## config.mk

```make
export PLATFORM = sky130hd
export DESIGN_NAME = drive_setpoint_mode_control
export DESIGN_NICKNAME = d
export VERILOG_FILES = /design/src/dsmc_pkg.sv /design/src/drive_setpoint_mode_control.sv /design/src/dsmc_sync.sv
export VERILOG_INCLUDE_DIRS = /design/src
export SDC_FILE = /design/constraint.sdc
export NUM_CORES = 2
export LEC_CHECK = 0
export BUFFER_PORTS_ARGS = -buffer_cell sky130_fd_sc_hd__buf_4
export CORE_UTILIZATION = 35
export CTS_CLUSTER_DIAMETER = 40
export CTS_CLUSTER_SIZE = 24
export DETAILED_ROUTE_END_ITERATION = 8
export PLACE_DENSITY = 0.6
export SLEW_MARGIN = 20
export SYNTH_ARGS = -nofsm -noshare
export SYNTH_HDL_FRONTEND = slang
export SYNTH_SLANG_ARGS = --single-unit
```

## constraint.sdc

```tcl
create_clock -name mclk -period 116.1 [get_ports mclk]
set_clock_uncertainty 0.15 [all_clocks]
set_input_delay 5.805 -clock mclk [delete_from_list [all_inputs] [get_ports mclk]]
set_output_delay 5.805 -clock mclk [all_outputs]
set_load 0.005 [all_outputs]
```

## src/dsmc_defs.svh

```systemverilog
`ifndef DSMC_DEFS_SVH
`define DSMC_DEFS_SVH
`define DSMC_MODE_CSV        8'h09
`define DSMC_MODE_CST        8'h0A
`define DSMC_MODE_PULSE      8'hFF
`define DSMC_TIME_INDEX_MS   8'hFD
`define DSMC_CLK_HZ          10_000_000
`define DSMC_BASE_MS         1
`define DSMC_CYC_PER_MS      ((`DSMC_CLK_HZ / 1000) * `DSMC_BASE_MS)
`define DSMC_ST_SYNC         8
`define DSMC_ST_ILIM         11
`define DSMC_ST_FOLLOW       12
`define DSMC_ST_FERR         13
`define DSMC_NUM_RESET       16'h0080
`define DSMC_DEN_RESET       16'h0001
`define DSMC_FULL_STEP       16'h0200
`define DSMC_STEPS_PER_PP    4
`define DSMC_SW_PULSE        4'h1
`define DSMC_SUB_TR          1'b0
`define DSMC_SUB_DUAL        1'b1
`define DSMC_STEP_MAX_HZ     1_000_000
`define DSMC_STEP_MIN_ON_NS  200
`define DSMC_DIR_SETTLE_US   35
`endif

```

## src/dsmc_pkg.sv

```systemverilog
package dsmc_pkg;
    typedef enum logic [1:0] {
        DSMC_IDLE  = 2'b00,
        DSMC_VEL   = 2'b01,
        DSMC_TRQ   = 2'b11,
        DSMC_PULSE = 2'b10
    } dsmc_mode_t;
endpackage

```

## src/drive_setpoint_mode_control.sv

```systemverilog
`timescale 1ns/1ps
`include "dsmc_defs.svh"
// Mode selection, cyclic setpoint latching and step/direction counting.
module drive_setpoint_mode_control (
    input  wire logic        mclk,
    input  wire logic        reset,
    input  wire logic [7:0]  modeSel,
    input  wire logic [3:0]  modeCodingSwitch,
    input  wire logic [15:0] controlWord,
    input  wire logic [15:0] cyclePeriod,
    input  wire logic [7:0]  timeIndex,
    input  wire logic        busSync,
    input  wire logic [31:0] targetVelocity,
    input  wire logic        velocityWrite,
    input  wire logic [31:0] targetTorque,
    input  wire logic        torqueWrite,
    input  wire logic        stepClock,
    input  wire logic        stepDir,
    input  wire logic        pulsePlusDirectionSubmode,
    input  wire logic [15:0] stepNum,
    input  wire logic [15:0] stepDen,
    input  wire logic        closedLoop,
    input  wire logic [31:0] actualPosition,
    input  wire logic [31:0] ferrWindow,
    input  wire logic [15:0] ferrTimeoutMs,
    input  wire logic        limitNeg,
    input  wire logic        limitPos,
    output logic [1:0]       activeMode,
    output logic [15:0]      statusWord,
    output logic [31:0]      velocityCmd,
    output logic [31:0]      torqueCmd,
    output logic [31:0]      demandPosition,
    output logic             cycleTick,
    output logic             limitStop
);
    typedef struct packed {
        dsmc_pkg::dsmc_mode_t mode;
        logic [15:0]          msCnt;
        logic [15:0]          cycCnt;
        logic                 cycTick;
        logic                 velPend;
        logic                 trqPend;
        logic [31:0]          velHold;
        logic [31:0]          trqHold;
        logic [31:0]          velCmd;
        logic [31:0]          trqCmd;
        logic                 clkPrev;
        logic                 dirPrev;
        logic [31:0]          accum;
        logic [31:0]          position;
        logic [15:0]          ferrMs;
        logic                 ferr;
        logic [15:0]          status;
        logic                 limStop;
    } dsmc_state_t;

    dsmc_state_t state_ff;
    dsmc_state_t nxt_state;
    logic        clkSync;
    logic        dirSync;
    logic        msTick;
    logic        stepEvt;
    logic        stepUp;
    logic [31:0] stepInc;
    logic [31:0] sum;
    logic [31:0] err;
    logic [31:0] absErr;
    logic        cyclic;
    logic        validIdx;

    // The step lines come from another party's clock, so they are sampled.
    dsmc_sync u_clkSync (
        .mclk  (mclk),
        .reset (reset),
        .din   (stepClock),
        .dout  (clkSync)
    );
    dsmc_sync u_dirSync (
        .mclk  (mclk),
        .reset (reset),
        .din   (stepDir),
        .dout  (dirSync)
    );

    always_comb begin
        nxt_state = state_ff;
        // Mode decode; the coding switch overrides the software selection.
        if (modeCodingSwitch == `DSMC_SW_PULSE) begin
            nxt_state.mode = dsmc_pkg::DSMC_PULSE;
        end else if (modeSel == `DSMC_MODE_CSV) begin
            nxt_state.mode = dsmc_pkg::DSMC_VEL;
        end else if (modeSel == `DSMC_MODE_CST) begin
            nxt_state.mode = dsmc_pkg::DSMC_TRQ;
        end else if (modeSel == `DSMC_MODE_PULSE) begin
            nxt_state.mode = dsmc_pkg::DSMC_PULSE;
        end else begin
            nxt_state.mode = dsmc_pkg::DSMC_IDLE;
        end

        // Millisecond time base and the cycle built from it.
        validIdx = (timeIndex == `DSMC_TIME_INDEX_MS);
        msTick = 1'b0;
        nxt_state.cycTick = 1'b0;
        if (state_ff.msCnt == 16'(`DSMC_CYC_PER_MS - 1)) begin
            nxt_state.msCnt = 16'h0000;
            msTick = 1'b1;
        end else begin
            nxt_state.msCnt = state_ff.msCnt + 16'h0001;
        end
        if (msTick && validIdx && cyclePeriod != 16'h0000) begin
            if (state_ff.cycCnt + 16'h0001 >= cyclePeriod) begin
                nxt_state.cycCnt = 16'h0000;
                nxt_state.cycTick = 1'b1;
            end else begin
                nxt_state.cycCnt = state_ff.cycCnt + 16'h0001;
            end
        end

        // Setpoints are held until the boundary; a write there is kept.
        if (velocityWrite) begin
            nxt_state.velHold = targetVelocity;
            nxt_state.velPend = 1'b1;
        end
        if (torqueWrite) begin
            nxt_state.trqHold = targetTorque;
            nxt_state.trqPend = 1'b1;
        end
        if (state_ff.cycTick) begin
            // Direct application, no ramp, control word not consulted.
            nxt_state.velCmd = state_ff.velHold;
            nxt_state.trqCmd = state_ff.trqHold;
            nxt_state.velPend = velocityWrite;
            nxt_state.trqPend = torqueWrite;
        end

        // Step decode for both submodes.
        nxt_state.clkPrev = clkSync;
        nxt_state.dirPrev = dirSync;
        if (pulsePlusDirectionSubmode == `DSMC_SUB_TR) begin
            stepEvt = clkSync && !state_ff.clkPrev;
            stepUp = dirSync;
        end else begin
            // Dual line: clock line steps forward, direction line back.
            stepEvt = (clkSync && !state_ff.clkPrev)
                ^ (dirSync && !state_ff.dirPrev);
            stepUp = clkSync && !state_ff.clkPrev;
        end
        // In pulse mode each step adds stepNum, in units of 1/512 full step, to the accumulator, or subtracts it for a backward step.
        stepInc = {16'h0000, stepNum};
        sum = 32'h0000_0000;
        if (state_ff.mode == dsmc_pkg::DSMC_PULSE && stepEvt) begin
            sum = stepUp ? state_ff.accum + stepInc
                         : state_ff.accum - stepInc;
            nxt_state.accum = sum;
        end
        // Signed, so that travel below zero scales correctly; refreshed
        // every cycle, so that a new denominator shows without a step.
        nxt_state.position = (stepDen == 16'h0000) ? nxt_state.accum
            : 32'($signed(nxt_state.accum)
            / $signed({16'h0000, stepDen}));

        // Following error timing in closed loop pulse operation.
        err = state_ff.position - actualPosition;
        absErr = err[31] ? (32'h0000_0000 - err) : err;
        if (state_ff.mode == dsmc_pkg::DSMC_PULSE && closedLoop
            && absErr > ferrWindow) begin
            if (msTick && state_ff.ferrMs != 16'hFFFF) begin
                nxt_state.ferrMs = state_ff.ferrMs + 16'h0001;
            end
            if (state_ff.ferrMs > ferrTimeoutMs) begin
                nxt_state.ferr = 1'b1;
            end
        end else begin
            nxt_state.ferrMs = 16'h0000;
            nxt_state.ferr = 1'b0;
        end

        // Limit switches are honoured in every mode.
        nxt_state.limStop = limitNeg | limitPos;

        cyclic = (state_ff.mode == dsmc_pkg::DSMC_VEL)
            || (state_ff.mode == dsmc_pkg::DSMC_TRQ);
        nxt_state.status = 16'h0000;
        nxt_state.status[`DSMC_ST_SYNC] = cyclic && busSync;
        nxt_state.status[`DSMC_ST_FOLLOW] = cyclic && busSync
            && validIdx && !state_ff.limStop;
        nxt_state.status[`DSMC_ST_ILIM] = state_ff.limStop;
        nxt_state.status[`DSMC_ST_FERR] = state_ff.ferr;
    end

    always_ff @(posedge mclk) begin
        if (reset) begin
            state_ff <= '0;
        end else begin
            state_ff <= nxt_state;
        end
    end

    assign activeMode = state_ff.mode;
    assign statusWord = state_ff.status;
    assign velocityCmd = state_ff.velCmd;
    assign torqueCmd = state_ff.trqCmd;
    assign demandPosition = state_ff.position;
    assign cycleTick = state_ff.cycTick;
    assign limitStop = state_ff.limStop;
endmodule

```

## src/dsmc_sync.sv

```systemverilog
`timescale 1ns/1ps
// Two flip-flop synchroniser; the first stage feeds only the second.
module dsmc_sync (
    input  wire logic mclk,
    input  wire logic reset,
    input  wire logic din,
    output logic      dout
);
    typedef struct packed {
        logic s1;
        logic s2;
    } dsmc_sync_t;
    dsmc_sync_t state_ff;
    dsmc_sync_t nxt_state;
    always_comb begin
        nxt_state.s1 = din;
        nxt_state.s2 = state_ff.s1;
    end
    always_ff @(posedge mclk) begin
        if (reset) begin
            state_ff <= '0;
        end else begin
            state_ff <= nxt_state;
        end
    end
    assign dout = state_ff.s2;
endmodule

```

==> key figures <==
Outcome
  – Status: finished clean

Placement
  – IO Port Bufs: 326
  – GPL Wtd Cong: 0.9507
  – DP Area: 44,590 um2
  – Placed instance count: 7,235
  – Place WS: 1.809 ns
  – Hpwl dp: ~110,000 um

Final layout
  – Fin cells: 7,327
  – Share of cells above drive strength 1: ~16%
  – Final net count: 6,566
  – Commonest cells after routing, fill and taps aside: 591 x nor2_1, 562 x buf_4, 527 x ha_1
  – Layout Utilization: 41.10%
  – Synth-to-Final Area Change: 15.68%
  – Commonest non-fill, non-tap cell in the layout: nor2_1
  – Post-route cell area: 46,480 um2

Critical path
  – CP max stage delay: 0.54 ns
  – Reg-to-Reg Start: state_ff[99]
  – RR Endpoint: demandPosition[24]
  – Crit. Startpoint: stepNum[4]
  – Req. time, crit path: 116.38 ns
  – R2R Setup Slk: 12.25 ns
  – Most frequent cell on the critical path: o21a_1
  – CP startpoint kind: input pin
  – Crit Path Max Fanout: 18
  – Worst setup path endpoint: demandPosition[24]
  – Slowest cell on the critical path: or4_4
  – R2r worst-path depth: 500
  – Crit path kind: input pin to register
  – Critical path arrival: 109.49 ns
  – Worst Setup End Kind: register

GRT
  – Pin count of the biggest net entering global routing: 94
  – Number of global-route vias before repair: 38,837
  – All-Layer GR Usage: 22.29%
  – Grt ovf: 0
  – First-pass GRT wire length: 212,000 um
  – Initial antenna violation count: 5

Die
  – # rows: 123
  – Die height: 340.8 um
  – DIE AREA: between 100,000 and 150,000 um2
  – Initial Util: 35.53%
  – Die X: roughly 340 um
  – Ports: 355
  – Core area: about 110,000 um2

Drt
  – Iteration-0 DRC Markers: 2,881
  – Vias per cell: 5.691
  – Final WL: 136,100 um
  – Post-route ant nets: 0
  – Wire per inst: between 15 and 20 um
  – Number of remaining DRC errors: 0
  – DR pass1 iterations: 6
  – Via count: 41,700

Clock tree
  – H-Tree Depth: 2
  – Clk Latency, worst-skew pair: 0.57 ns
  – Num CTS Buffers: 36
  – TritonCTS clock tree: done
  – Clock root buffer: clkbuf_16
  – CTS Sinks: ~260
  – Clock tree buffer depth: 3
  – Clock slew at reported path FFs: roughly 0.070 ns

Synth
  – YS warnings: 0
  – Synth cell types: roughly 130
  – Post-Synthesis Cells: 5,495
  – Sequential element share of the synthesized area: 12.70%
  – Synth Flop Type: dfxtp_1
  – Cell Area, Synth: 40,180 um2
  – Flops & latches, synth: between 200 and 300
  – Ys async rst share: 0%
  – Avg Cell Area, Syn: 7.313 um2
  – Number of synthesized flops with an enable pin: 0

STA
  – Final min period: 109.20 ns
  – Slew Viols, Final: 0
  – Final setup vio count: 0
  – Final Worst Setup Slack: 6.897 ns
  – Actual slew at the worst max-slew pin: around 1.1 ns
  – Final Hold Fails: 0
  – Period utilisation layout: between 90 and 100%
  – Slew HR: 28.88%
  – FMAX: 9.157 MHz

Flow run
  – Reported max-cap violation count: 0

Hold path
  – Hold Path Depth: 1
  – Worst hold path type: register to register
## how the worst min path moves through the flow
stage	start	end	slack (ns)
floorplan	u_clkSync.nxt_state[0]	u_clkSync.dout	0.26
global placement	u_clkSync.nxt_state[0]	u_clkSync.dout	0.28
detailed placement	u_clkSync.nxt_state[0]	u_clkSync.dout	0.28
CTS	u_clkSync.nxt_state[0]	u_clkSync.dout	0.29
global route	u_clkSync.nxt_state[0]	u_clkSync.dout	0.31
finish	u_clkSync.nxt_state[0]	u_clkSync.dout	0.29
## layer usage
layer	vias up	global-route usage (%)	share of wire (%)
met5	-	0	0.015
met4	2	5.381	2.4
met3	175	1.894	5.9
met2	1262	36.98	45
met1	19502	30.95	46
li1	20759	-	-
## flip-flops by register name (all words and copies together), names as in the netlist, 2 cells and up
| name | flops |
|---|---|
| activeMode | 2 |
| torqueCmd | 32 |
| statusWord | 4 |
| state_ff | 146 |
| demandPosition | 32 |
| velocityCmd | 32 |
## synth_stat cells, types with 17 or more instances
cell type	count	area, um2
a21oi_1	330	1652
nor2_1	597	2241
a211oi_1	36	270.3
o31ai_1	128	960.9
buf_2	26	130.1
a21o_1	112	840.8
nor4_1	45	281.5
nand4_1	79	494.2
nand3_1	113	565.5
o21ai_1	28	140.1
o21ai_0	222	1111
xnor2_1	192	1682
and3_1	57	356.6
a31oi_1	85	531.8
mux2_2	85	957.2
xor2_1	118	1033
or2_2	38	237.7
inv_1	220	825.8
o211ai_1	43	322.8
dfxtp_1	255	5105
clkbuf_1	137	514.2
nand2b_1	55	344.1
buf_1	32	120.1
nor3_1	324	1622
buf_4	116	870.8
o31a_1	18	157.7
o21a_1	253	1899
nand3b_1	22	165.2
nand2_1	478	1794
ha_1	528	6606
and2_1	46	287.8
nor2b_1	70	437.9
or3_1	61	381.6
or4_1	17	127.6
o21bai_1	42	315.3
mux2i_1	168	1682
## per-stage QoR
| step | setup TNS (ns) | hold WS (ns) |
|---|---|---|
| final | 0 | 0.2878 |
| after global routing | -0.4443 | 0.3106 |
| after CTS | 0 | 0.2877 |
| after detailed placement | 0 | 0.2771 |
| after global placement | 0 | 0.2838 |
| after floorplan | 0 | 0.2638 |
## kinds of logic (layout without fill, tap and decap cells)
kind of cell	Yosys count	after routing	synth area share, %
AND/OR/NAND/NOR	2080	2080	25.15
AO/OA/AOI/OAI	1528	1529	25.90
buffers and inverters	532	848	6.153
adder cells (fa/ha/maj)	530	530	16.54
XOR/XNOR	314	314	6.918
multiplexers	255	255	6.629
flip-flops	255	255	12.70
other	1	16	0.009332
## final cells by class
class                           instances  area, um2
Antenna cell                            4      10.01
Clock buffer                           40      945.9
Clock inverter                         24      360.3
Fill cell                           11670      66630
Inverter                              220      825.8
Multi-Input combinational cell       4720      33110
Sequential cell                       255       5109
Tap cell                             1500       1877
Timing Repair Buffer                  564       4250
## worst max-delay path: cells and delay by family
kind	cells	cell delay [ns]
AO/OA/AOI/OAI	312	63.18
XOR/XNOR	1	0.14
adder cells (fa/ha/maj)	35	10.67
buffers and inverters	20	3.09
multiplexers	8	2.56
AND/OR/NAND/NOR	131	23.73
## timing repair
| item | in CTS | in global routing |
|---|---|---|
| setup buffers | 0 | 23 |
| hold buffers | 0 | 0 |
| resized for setup | 0 | 81 |
| endpoints found under the setup margin | 0 | 32 |
Power is left out: the tool's default activity adds up to more than one toggle a clock period on the data nets, which glitch-free logic cannot reach.
